[config.mk]
export PLATFORM = sky130hd
export DESIGN_NAME = tac_abort_ctl
export DESIGN_NICKNAME = d
export VERILOG_FILES = /design/src/tac_pkg.sv /design/src/tac_abort_ctl.sv
export VERILOG_INCLUDE_DIRS = /design/src
export SDC_FILE = /design/constraint.sdc
export NUM_CORES = 1
export LEC_CHECK = 0
export BUFFER_PORTS_ARGS = -buffer_cell sky130_fd_sc_hd__buf_2
export CAP_MARGIN = 5
export CORE_MARGIN = 5
export CORE_UTILIZATION = 30
export DETAILED_ROUTE_END_ITERATION = 12
export PLACE_DENSITY_LB_ADDON = 0.12
export REMOVE_ABC_BUFFERS = 1
export SETUP_SLACK_MARGIN = 0.05
export SYNTH_ARGS = -nofsm -noshare
export SYNTH_HDL_FRONTEND = slang
export SYNTH_SLANG_ARGS = --single-unit
[constraint.sdc]
create_clock -name clk_sys -period 4.9 [get_ports clk_sys]
set_input_delay 0.98 -clock clk_sys [delete_from_list [all_inputs] [get_ports clk_sys]]
set_output_delay 0.98 -clock clk_sys [all_outputs]
set_load 0.01 [all_outputs]
[src/tac_consts.svh]
/*
 * Offsets, field positions, reset values and limits of the transactional
 * abort controller. Assumes inclusion by the design file and the bench.
 */
`ifndef TAC_CONSTS_SVH
`define TAC_CONSTS_SVH

`define TAC_ADDR_W          12
`define TAC_OFF_STATUS      12'h000
`define TAC_OFF_CTRL        12'h004
`define TAC_OFF_STATE       12'h008
`define TAC_OFF_DBGSTS      12'h00C

`define TAC_CTRL_RST        3'h3
`define TAC_CTRL_RTM_EN     0
`define TAC_CTRL_LDTRK_EN   1
`define TAC_CTRL_OPT_ABORT  2

`define TAC_ST_TXN_BIT      0
`define TAC_ST_SUSP_BIT     1
`define TAC_ST_DEPTH_LSB    4

`define TAC_SW_EXPLICIT_ABORT_INSTR       0
`define TAC_SW_RETRY        1
`define TAC_SW_CONFLICT     2
`define TAC_SW_OVERFLOW     3
`define TAC_SW_DEBUG        4
`define TAC_SW_NESTED       5
`define TAC_SW_ARG_LSB      24

`define TAC_DBGSTS_BIT      16
`define TAC_DEPTH_W         3
`define TAC_MAX_NEST        3'h7

`endif

[src/tac_pkg.sv]
/*
 * Types of the transactional abort controller: instruction classes,
 * core-side request and answer carriers. Assumes nothing else.
 */
`default_nettype none

package tac_pkg;

    typedef enum logic [3:0] {
        TAC_OP_NONE     = 4'h0,
        TAC_OP_BEGIN    = 4'h1,
        TAC_OP_END      = 4'h2,
        TAC_OP_EXPLICIT_ABORT_INSTR   = 4'h3,
        TAC_OP_FQUERY   = 4'h4,
        TAC_OP_PAUSE    = 4'h5,
        TAC_OP_ENCLAVE_SUPERVISOR_LEAF    = 4'h6,
        TAC_OP_ENCLAVE_USER_LEAF    = 4'h7,
        TAC_OP_SUSPEND  = 4'h8,
        TAC_OP_RESUME   = 4'h9,
        TAC_OP_CLD      = 4'hA,
        TAC_OP_STD      = 4'hB,
        TAC_OP_OPTIONAL = 4'hC,
        TAC_OP_DBG      = 4'hD,
        TAC_OP_BP       = 4'hE,
        TAC_OP_SAFE     = 4'hF
    } tac_op_type;

    typedef enum logic [0:0] {
        TAC_ST_IDLE = 1'b0,
        TAC_ST_TXN  = 1'b1
    } tac_state_type;

    typedef struct packed {
        logic       valid;
        tac_op_type op;
        logic [7:0] imm;
        logic       df;
    } tac_instr_type;

    typedef struct packed {
        logic conflict;
        logic overflow;
        logic ld_valid;
        logic ld_in_readset;
    } tac_event_type;

    typedef struct packed {
        logic        abort;
        logic        fallback;
        logic        rollback;
        logic        raise_db;
        logic        raise_ud;
        logic        commit;
        logic        lock_fence;
        logic        discard;
        logic        status_wr;
        logic [31:0] status_data;
    } tac_resp_type;

endpackage : tac_pkg

`default_nettype wire

[src/tac_abort_ctl.sv]
/*
 * Abort-side controller of a restricted transactional memory unit:
 * abort status word, commit/discard, debug aborts, suspend regions,
 * nesting and instruction abort policy, plus an APB register slave.
 * Assumes the core presents one classified instruction per cycle on
 * clk_sys and acts on the registered answer one cycle later.
 */
// Added by the designer: the register addresses and the APB register port.
// Functional notes
// [RULE1] status bit 0 set only for explicit software abort
// [RULE2] bit 1 is retry hint, never set together with bit 0
// [RULE3] bit 2 set on conflicting access by another processor
// [RULE4] bit 3 set when tracking buffer overflowed
// [RULE5] bit 4 set on debug or breakpoint exception
// [RULE6] bit 5 set when abort hit inside nested region
// [RULE7] bits 23:6 zero, bits 31:24 abort argument when bit 0 set
// [RULE8] status holds causes only; may be all zero
// [RULE9] commit is atomic and ordered like a locked instruction
// [RULE10] begin has no fence; abort discards all region updates
// [RULE11] default debug abort: fallback, restored state, bit 4 set
// [RULE12] advanced debug: roll back before begin, restore status, raise debug
// [RULE13] advanced debug clears debug status bit 16
// [RULE14] suspend stops load tracking, resume restarts it
// [RULE15] suspended loads still tracked if already in read set
// [RULE16] begin or end inside suspend region aborts
// [RULE17] suspend inside suspend region aborts
// [RULE18] aborted updates never visible, only commit updates state
// [RULE19] direction instructions abort only when they change the flag
// [RULE20] abort, query, pause and enclave leaves always abort
// [RULE21] optional abort class; software must not rely on it
// [RULE22] safe operations never abort, at any privilege level
// [RULE23] nesting counts begins and ends, commit at zero, abort over maximum
// [RULE24] without the feature, begin, end and abort are undefined
// [RULE25] status word written with the fallback transfer
// [RULE26] one suspend flag, set, cleared by resume, abort or commit
`default_nettype none
`include "tac_consts.svh"

module tac_abort_ctl (
    input  wire logic                   clk_sys,
    input  wire logic                   rstn,
    input  wire logic                   psel,
    input  wire logic                   penable,
    input  wire logic                   pwrite,
    input  wire logic [`TAC_ADDR_W-1:0] paddr,
    input  wire logic [31:0]            pwdata,
    output var  logic [31:0]            prdata,
    output var  logic                   pready,
    output var  logic                   pslverr,
    input  wire tac_pkg::tac_instr_type instr,
    input  wire tac_pkg::tac_event_type evt,
    input  wire logic [31:0]            status_prev,
    input  wire logic                   debug_control_reg_bit11,
    input  wire logic                   debug_ctl_msr_bit15,
    output var  tac_pkg::tac_resp_type  resp,
    output var  logic                   ld_add_readset,
    output var  logic                   txn_active,
    output var  logic                   debug_status_bit16
);
    import tac_pkg::*;

    tac_state_type            st_reg;
    logic [`TAC_DEPTH_W-1:0]  depth_reg;
    logic                     susp_reg;
    logic [31:0]              saved_reg;
    logic [31:0]              status_reg;
    logic [2:0]               ctrl_reg;
    logic                     dbg16_reg;
    tac_resp_type             resp_reg;
    logic                     ldadd_reg;
    logic [31:0]              prdata_reg;
    logic                     pslverr_reg;

    logic                     in_txn;
    logic                     rtm_en;
    logic                     ldtrk_en;
    logic                     feat_ud;
    logic                     enter;
    logic                     leave;
    logic                     abort_now;
    logic                     dbg_hit;
    logic                     adv;
    logic                     commit;
    logic                     susp_set;
    logic                     susp_clr;
    logic [31:0]              cause;
    logic                     wr_en;
    logic                     setup;

    function automatic logic addr_hit(input logic [`TAC_ADDR_W-1:0] a);
        addr_hit = (a == `TAC_OFF_STATUS) || (a == `TAC_OFF_CTRL) ||
                   (a == `TAC_OFF_STATE) || (a == `TAC_OFF_DBGSTS);
    endfunction

    assign in_txn   = (st_reg == TAC_ST_TXN);
    assign rtm_en   = ctrl_reg[`TAC_CTRL_RTM_EN];
    assign ldtrk_en = ctrl_reg[`TAC_CTRL_LDTRK_EN];
    assign adv      = dbg_hit && debug_control_reg_bit11 && debug_ctl_msr_bit15; // [RULE12]
    // an abort in the same cycle as the closing end wins over the commit
    assign commit   = leave && (depth_reg == `TAC_DEPTH_W'(1)) && !abort_now; // [RULE23]

    always_comb begin
        feat_ud   = 1'b0;
        enter     = 1'b0;
        leave     = 1'b0;
        abort_now = 1'b0;
        dbg_hit   = 1'b0;
        susp_set  = 1'b0;
        susp_clr  = 1'b0;
        cause     = 32'h0000_0000;
        if (instr.valid) begin
            case (instr.op)
                TAC_OP_BEGIN: begin
                    if (!rtm_en) begin
                        feat_ud = 1'b1; // [RULE24]
                    end else if (in_txn && susp_reg) begin
                        abort_now = 1'b1; // [RULE16]
                    end else if (in_txn && depth_reg == `TAC_MAX_NEST) begin
                        abort_now = 1'b1; // [RULE23]
                    end else begin
                        enter = 1'b1; // [RULE10]
                    end
                end
                TAC_OP_END: begin
                    if (!rtm_en || !in_txn) begin
                        feat_ud = 1'b1; // [RULE24]
                    end else if (susp_reg) begin
                        abort_now = 1'b1; // [RULE16]
                    end else begin
                        leave = 1'b1; // [RULE23]
                    end
                end
                TAC_OP_EXPLICIT_ABORT_INSTR: begin
                    if (!rtm_en) begin
                        feat_ud = 1'b1; // [RULE24]
                    end else if (in_txn) begin
                        abort_now = 1'b1; // [RULE20]
                        cause[`TAC_SW_EXPLICIT_ABORT_INSTR] = 1'b1; // [RULE1]
                        cause[31:`TAC_SW_ARG_LSB] = instr.imm; // [RULE7]
                    end
                end
                // no cause bit: such aborts may leave an all-zero word
                TAC_OP_FQUERY, TAC_OP_PAUSE, TAC_OP_ENCLAVE_SUPERVISOR_LEAF, TAC_OP_ENCLAVE_USER_LEAF: begin
                    abort_now = in_txn; // [RULE20] [RULE8]
                end
                TAC_OP_SUSPEND: begin
                    if (!ldtrk_en) begin
                        feat_ud = 1'b1;
                    end else if (in_txn && susp_reg) begin
                        abort_now = 1'b1; // [RULE17]
                    end else begin
                        susp_set = in_txn; // [RULE14]
                    end
                end
                TAC_OP_RESUME: begin
                    feat_ud  = !ldtrk_en;
                    susp_clr = ldtrk_en; // [RULE14]
                end
                TAC_OP_CLD: begin
                    abort_now = in_txn && instr.df; // [RULE19]
                end
                TAC_OP_STD: begin
                    abort_now = in_txn && !instr.df; // [RULE19]
                end
                TAC_OP_OPTIONAL: begin
                    // software steers this class; code must never depend on it
                    abort_now = in_txn && ctrl_reg[`TAC_CTRL_OPT_ABORT]; // [RULE21]
                end
                TAC_OP_DBG, TAC_OP_BP: begin
                    if (in_txn) begin
                        abort_now = 1'b1; // [RULE11]
                        dbg_hit   = 1'b1;
                        cause[`TAC_SW_DEBUG] = 1'b1; // [RULE5]
                    end
                end
                default: begin
                    abort_now = 1'b0; // [RULE22]
                end
            endcase
        end
        if (in_txn && evt.conflict) begin
            abort_now = 1'b1;
            cause[`TAC_SW_CONFLICT] = 1'b1; // [RULE3]
        end
        if (in_txn && evt.overflow) begin
            abort_now = 1'b1;
            cause[`TAC_SW_OVERFLOW] = 1'b1; // [RULE4]
        end
        if (abort_now && depth_reg > `TAC_DEPTH_W'(1)) begin
            cause[`TAC_SW_NESTED] = 1'b1; // [RULE6]
        end
        // only a conflict hints at retry, and never beside an explicit abort
        cause[`TAC_SW_RETRY] = cause[`TAC_SW_CONFLICT] & ~cause[`TAC_SW_EXPLICIT_ABORT_INSTR]; // [RULE2]
    end

    always_ff @(posedge clk_sys) begin
        if (!rstn) begin
            st_reg    <= TAC_ST_IDLE;
            depth_reg <= '0;
        end else if (abort_now) begin
            st_reg    <= TAC_ST_IDLE;
            depth_reg <= '0;
        end else if (enter) begin
            st_reg    <= TAC_ST_TXN;
            depth_reg <= depth_reg + `TAC_DEPTH_W'(1); // [RULE23]
        end else if (leave) begin
            depth_reg <= depth_reg - `TAC_DEPTH_W'(1); // [RULE23]
            if (commit) begin
                st_reg <= TAC_ST_IDLE;
            end
        end
    end

    always_ff @(posedge clk_sys) begin
        if (!rstn) begin
            susp_reg <= 1'b0;
        end else if (abort_now || commit || susp_clr) begin
            susp_reg <= 1'b0; // [RULE26]
        end else if (susp_set) begin
            susp_reg <= 1'b1; // [RULE26]
        end
    end

    // status value (status_prev) before the outermost begin, for debugger rollback
    always_ff @(posedge clk_sys) begin
        if (!rstn) begin
            saved_reg <= 32'h0000_0000;
        end else if (enter && !in_txn) begin
            saved_reg <= status_prev;
        end
    end

    always_ff @(posedge clk_sys) begin
        if (!rstn) begin
            resp_reg <= '0;
        end else begin
            resp_reg <= '0;
            resp_reg.raise_ud <= feat_ud; // [RULE24]
            if (abort_now) begin
                resp_reg.abort     <= 1'b1;
                resp_reg.discard   <= 1'b1; // [RULE10] [RULE18]
                resp_reg.status_wr <= 1'b1;
                if (adv) begin
                    resp_reg.rollback    <= 1'b1; // [RULE12]
                    resp_reg.raise_db    <= 1'b1; // [RULE12]
                    resp_reg.status_data <= saved_reg; // [RULE12]
                end else begin
                    resp_reg.fallback    <= 1'b1; // [RULE11]
                    resp_reg.status_data <= cause; // [RULE25] [RULE7]
                end
            end else if (commit) begin
                resp_reg.commit     <= 1'b1; // [RULE9] [RULE18]
                resp_reg.lock_fence <= 1'b1; // [RULE9]
            end
        end
    end

    // suspended loads skip the read set unless already tracked there
    always_ff @(posedge clk_sys) begin
        if (!rstn) begin
            ldadd_reg <= 1'b0;
        end else begin
            ldadd_reg <= evt.ld_valid && in_txn &&
                         (!susp_reg || evt.ld_in_readset); // [RULE14] [RULE15]
        end
    end

    always_ff @(posedge clk_sys) begin
        if (!rstn) begin
            status_reg <= 32'h0000_0000;
        end else if (abort_now && !adv) begin
            status_reg <= cause; // [RULE25]
        end
    end

    assign setup = psel && !penable;
    assign wr_en = psel && penable && pready && pwrite;

    always_ff @(posedge clk_sys) begin
        if (!rstn) begin
            ctrl_reg <= `TAC_CTRL_RST;
        end else if (wr_en && paddr == `TAC_OFF_CTRL) begin
            ctrl_reg <= pwdata[2:0];
        end
    end

    // hardware clear beats a software set landing in the same cycle
    always_ff @(posedge clk_sys) begin
        if (!rstn) begin
            dbg16_reg <= 1'b1;
        end else if (abort_now && adv) begin
            dbg16_reg <= 1'b0; // [RULE13]
        end else if (wr_en && paddr == `TAC_OFF_DBGSTS && pwdata[`TAC_DBGSTS_BIT]) begin
            dbg16_reg <= 1'b1;
        end
    end

    // read data is latched in the setup cycle so the access needs no wait
    always_ff @(posedge clk_sys) begin
        if (!rstn) begin
            prdata_reg  <= 32'h0000_0000;
            pslverr_reg <= 1'b0;
        end else if (setup) begin
            pslverr_reg <= !addr_hit(paddr);
            prdata_reg  <= 32'h0000_0000;
            case (paddr)
                `TAC_OFF_STATUS: begin
                    prdata_reg <= status_reg;
                end
                `TAC_OFF_CTRL: begin
                    prdata_reg[2:0] <= ctrl_reg;
                end
                `TAC_OFF_STATE: begin
                    prdata_reg[`TAC_ST_TXN_BIT]  <= in_txn;
                    prdata_reg[`TAC_ST_SUSP_BIT] <= susp_reg;
                    prdata_reg[`TAC_ST_DEPTH_LSB +: `TAC_DEPTH_W] <= depth_reg;
                end
                `TAC_OFF_DBGSTS: begin
                    prdata_reg[`TAC_DBGSTS_BIT] <= dbg16_reg;
                end
                default: begin
                    prdata_reg <= 32'h0000_0000;
                end
            endcase
        end
    end

    assign pready             = 1'b1;
    assign prdata             = prdata_reg;
    assign pslverr            = pslverr_reg && psel && penable;
    assign resp               = resp_reg;
    assign ld_add_readset     = ldadd_reg;
    assign txn_active         = in_txn;
    assign debug_status_bit16 = dbg16_reg;
endmodule // tac_abort_ctl

`default_nettype wire

**After elaboration in Yosys (flattened, before gate mapping)**

Cells that the tools add are included.

- Bits in registers: 121
- Input bits: 101
- Output and inout bits: 78
- Logic and storage cells: 162

- Add/subtract/negate cells: 2
- $lt $le $gt $ge: 1
- Equality and inequality tests: 19
- Mux-type cells: 62
- Bitwise logic cells: 3
- Reductions and logical operators: 54

Operator list:

| kind | count |
|---|---|
| 1-bit two-way mux | 45 |
| 34-bit two-way mux | 1 |
| 32-bit two-way mux | 1 |
| 8-bit two-way mux | 4 |
| 4-bit equality test, second input constant | 7 |
| 1-bit logical AND | 25 |
| 12-bit by 4-bit equality test with 1-bit output, second input constant | 2 |
| 4-bit by 3-bit equality test with 1-bit output, second input constant | 4 |
| 15-bit two-way mux | 1 |
| 12-bit by 3-bit equality test with 1-bit output, second input constant | 1 |
| 12-bit zero test | 1 |
| 1-bit zero test | 9 |
| 1-bit case mux with 9 select lines | 1 |
| 4-bit by 2-bit equality test with 1-bit output, second input constant | 2 |
| 2-bit OR reduction | 4 |
| 1-bit logical OR | 7 |
| 3-bit two-way mux | 2 |
| 2-bit case mux with 3 select lines | 1 |
| 3-bit case mux with 2 select lines | 1 |
| 2-bit AND reduction | 3 |
| 2-bit nonzero test | 3 |
| 4-bit by 1-bit equality test with 1-bit output, second input constant | 1 |
| 2-bit two-way mux | 2 |
| 4-bit two-way mux | 1 |
| other kinds (11) | 12 |

**Logic depth before layout (Yosys ltp)**

- Depth in word-level cells: 14
- Depth in mapped cells: 8

**Worst setup path after synthesis**

OpenSTA, ideal clock, no wires.

- Path type: input port to flip-flop
- Start: input port instr[11] (netlist name)
- End: register st_reg, in the netlist txn_active
- Library setup time: 124 ps
- Arrival time: 2338 ps
- Required time: 4776 ps
- Setup slack: 2439 ps
- Stages: 6
- Path buffers: 1
- Cells stage by stage: buf_2 nand4bb_1 or4_4 or3b_1 nand2_1 a21oi_1

- Word-level cells in the longest chain between the ends: 10

Ends and longest elaborated chain:

| what | RTL line | text |
|---|---|---|
| from (decl) | tac_abort_ctl.sv:50 | `input wire tac_pkg::tac_instr_type instr,` |
| 4-bit by 3-bit equality test with 1-bit output or 4-bit equality test (tied branches) | tac_abort_ctl.sv:112 | `case (instr.op)` |
| 4-bit OR reduction or 2-bit OR reduction (tied branches) | tac_abort_ctl.sv:112 |  |
| 1-bit case mux with 9 select lines | tac_abort_ctl.sv:112 |  |
| 1-bit two-way mux | tac_abort_ctl.sv:111 | `if (instr.valid) begin` |
| 1-bit two-way mux | tac_abort_ctl.sv:181 | `if (in_txn && evt.conflict) begin` |
| 1-bit two-way mux | tac_abort_ctl.sv:185 | `if (in_txn && evt.overflow) begin` |
| 1-bit zero test | tac_abort_ctl.sv:100 | `` assign commit = leave && (depth_reg == `TAC_DEPTH_W'(1)) && !abort_now; `` |
| 1-bit logical AND | tac_abort_ctl.sv:100 |  |
| 2-bit nonzero test (no line) | -- |  |
| 2-bit AND reduction (no line) | -- |  |
| to (signal assigned) | tac_abort_ctl.sv:198 | `st_reg <= TAC_ST_IDLE;` |
| to (signal assigned) | tac_abort_ctl.sv:201 | `st_reg <= TAC_ST_IDLE;` |
| to (signal assigned) | tac_abort_ctl.sv:204 | `st_reg <= TAC_ST_TXN;` |
| to (decl) | tac_abort_ctl.sv:62 | `tac_state_type st_reg;` |

Several ways; a longest one is shown, not always the timed one.
A chain may end at the register's enable or synchronous reset.

**Final worst setup path**

- Start: input port instr[12] (netlist name)
- End: register status_reg[5]

- Word-level cells in the longest chain between the ends: 8

Ends and longest elaborated chain:

| what | RTL line | text |
|---|---|---|
| 4-bit by 3-bit equality test with 1-bit output or 4-bit equality test (tied branches) | tac_abort_ctl.sv:112 |  |
| 4-bit OR reduction or 2-bit OR reduction (tied branches) | tac_abort_ctl.sv:112 |  |
| 1-bit case mux with 9 select lines or 1-bit two-way mux (tied branches) | tac_abort_ctl.sv:112 |  |
| 1-bit two-way mux | tac_abort_ctl.sv:111 |  |
| 1-bit two-way mux or 1-bit logical AND (tied branches) | tac_abort_ctl.sv:181, tac_abort_ctl.sv:98 |  |
| 1-bit two-way mux or 1-bit logical AND (tied branches) | tac_abort_ctl.sv:185, tac_abort_ctl.sv:98 |  |
| 1-bit logical AND or 1-bit zero test (tied branches) | tac_abort_ctl.sv:189, tac_abort_ctl.sv:271 |  |
| 1-bit two-way mux or 1-bit logical AND (tied branches) | tac_abort_ctl.sv:189, tac_abort_ctl.sv:271 |  |
| to (signal assigned) | tac_abort_ctl.sv:272 | `status_reg <= cause;` |
| to (decl) | tac_abort_ctl.sv:66 | `logic [31:0] status_reg;` |

Several ways; a longest one is shown, not always the timed one.

==> impl_metrics.tcl <==
set metrics [dict create \
    finalCriticalPeriod_ns 3.00 \
    dp.cells 784 \
    path_max_fanout 17 \
    critPathRequiredTime_ns 5.15 \
    largest_reg_flops 37 \
    drt_iter0_markers 123 \
    fin_cells 800 \
    synth.most_common_cell "dfxtp_1" \
    worstHoldEndpoint "saved_reg[22]" \
    wl_per_cell_um 14.0 \
    hold_path.class "reg2reg" \
    ff2ff_path_depth 6 \
    finalWorstSetupSlack_ns 1.90 \
    power_density_nw_per_um2 324 \
    final_area_um2 5350 \
    worst_pin_slew_ns 0.912 \
    slew_headroom_pct 38.9 \
    dieArea_um2 17100 \
    yosys.area.top_type_share_pct 50.2 \
    cp-end-kind "flop" \
    hp-start "saved_reg[22]" \
    ys.flop_type "dfxtp_1" \
    synth_top_area_cell "dfxtp_1" \
    yosys_warnings 0 \
    nFillCells 1554 \
    path_class "in2reg" \
    die_y_um 131 \
    final-seq-area_um2 2200 \
    die_w_um 131 \
    dr.pass1.iters 4 \
    start_kind "primary input" \
    yosysUniqueCellTypes 53 \
    ios 179 \
    r2r_start "txn_active" \
    power_leakage_nw 2.28 \
    setup_viol 0 \
    clkTransAtPathRegs_ns 0.07 \
    nNetsFinal 716 \
    start_util_pct 30.4 \
    dpl_cell_area_um2 5060 \
    ys_seq_area_share_pct 50.2 \
    synth_edf_count 0 \
    grt_pass1_wl_um 17500 \
    synthToLayoutAreaGrowth_pct 21.9 \
    ctsHoldBuffers 0 \
    synth_area_um2 4390 \
    cts_max_level 3 \
    vdd_drop_max_mv 0.152 \
    syn-instance-count 498 \
    yosys-top-cells-area "dfxtp_1, nand2_1, a21oi_1, buf_4, nor2_1" \
    grt_usage_pct 13.2 \
    cts.repair.resized 0 \
    cts_made_buffers 9 \
    ys_ff_latch 110 \
    port_buffers 133 \
    place.detailed.hpwl_um 7650 \
    fin_crit_sh_pct 61.2 \
    synth_commonest_cells "dfxtp_1, nand2_1, a21oi_1, nor2_1, buf_4" \
    r2r_setup_slack_ns 1.95 \
    status "finished, final reports clean" \
    hold_violations 0 \
    path_cells "buf_2 > nand4_1 > nor3_2 > nor2_1 > a31oi_4 > nor2_1 > a31o_1" \
    fin_tns_setup_ns 0 \
    antenna_cells 0 \
    place_congestion 0.737 \
    drive_gt1_share_pct 28.4 \
    slowest_delay_ns 0.81 \
    cts_tree "done" \
    via_count 3605 \
    drv_slew 0 \
    hold_path_depth 2 \
    cpMaxStageDelayCell "nor3_2" \
    grt_pass1_vias 3452 \
    clock.fmax_mhz 334 \
    clockBufferDepth 2 \
    core_area_um2 14400 \
    antenna_found_initial 0 \
    synthArstFlopShare_pct 0 \
    grt_start_max_net_pins 64 \
    drcViolationCount 0 \
    postCtsSetupRepairBufs 0 \
    numClockSinks 110 \
    root_buffer "clkbuf_16" \
    ant_nets 0 \
    reg2reg_to "status_reg[5]" \
    place_ws_ns 1.49 \
    num_rows 44 \
    routed_wl_um 11200 \
    finClkSkew_ns 0.00571 \
    overflow 0 \
    multi_input_area_um2 1880 \
    clock_latency_ns 0.35 \
    maxCapViolCount 0 \
    arrival_ns 3.25 \
    via_per_inst 4.51 \
    rsz0062_at_grt "false" \
    crit_top_cell "nor2_1" \
    avgSynthCellArea_um2 8.81 \
]
==> cells in the final DEF, fill, tap and decap left out, drive strengths merged, types with 3 or more instances in the layout <==
cell,synthesis,layout
a22oi,10,10
clkbuf,17,12
nand3,8,8
nand2,105,105
inv,11,12
a21oi,69,69
mux2i,9,9
dfxtp,110,110
nor4,6,6
o21ai,5,5
nor3,8,8
and2,19,19
nor2,38,38
xnor2,3,3
nand2b,3,3
ha,4,4
buf,34,138
nand4,3,3
a31oi,4,4
conb,2,17
==> critical path, delay by kind of cell <==
family	cells	cell delay, ns
compound gates	2	0.76
buf+inv	1	0.19
simple gates	4	1.31
==> cell families (layout without fill, tap and decap cells) <==
| kind of cell | after synthesis | after routing | share of synthesized area [%] |
|---|---|---|---|
| AOI/OAI and AO/OA | 102 | 102 | 15.1 |
| xor gates and xnor gates | 5 | 5 | 0.998 |
| adders and majority gates | 4 | 4 | 1.14 |
| buffers and inverters | 62 | 165 | 8.21 |
| DFF | 110 | 110 | 50.2 |
| muxes | 9 | 9 | 2.05 |
| other | 2 | 17 | 0.171 |
| and+or+nand+nor | 204 | 204 | 22.2 |
==> metrics by stage <==
stage                     utilization [%]  hold slack (ns)  power [mW]
after global placement               35.1            0.436        1.02
after global routing                 37.1            0.470        1.81
final                                37.1            0.449        1.73
after CTS                            37.1            0.452        1.76
after detailed placement             35.1            0.439        1.02
after floorplan                         -            0.426       0.962
==> layer usage <==
metal	track usage (%)	part of all wire, %
met3	2.64	5.6
met1	17.6	48
met2	20.8	45
met5	0	0
met4	5.63	1.8
==> worst max path at each step <==
stage,from,end,slack [ns],depth (start not counted)
2_1_floorplan,instr[11],saved_reg[0],2.25,5
3_3_place_gp,instr[12],status_reg[5],1.54,7
3_5_place_dp,instr[12],status_reg[5],1.49,7
4_1_cts,instr[12],status_reg[5],1.88,7
5_1_grt,txn_active,status_reg[5],1.63,6
6_report,instr[12],status_reg[5],1.90,7
==> report_power, final <==
part | switching [mW] | internal, mW | total, mW | leakage [nW]
Clock | 0.337 | 0.401 | 0.738 | 0.137
Combinational | 0.0573 | 0.0358 | 0.0931 | 1.26
Sequential | 0.00331 | 0.898 | 0.901 | 0.887
==> area by class of cell <==
cell class | count | share of cell area, %
Multi-Input combinational cell | 341 | 35.2
Clock inverter | 4 | 1.03
Tap cell | 184 | 4.30
Clock buffer | 12 | 4.42
Timing Repair Buffer | 138 | 13.1
Sequential cell | 110 | 41.2
Inverter | 11 | 0.772
No activity file was read; power rests on OpenSTA's default activity.
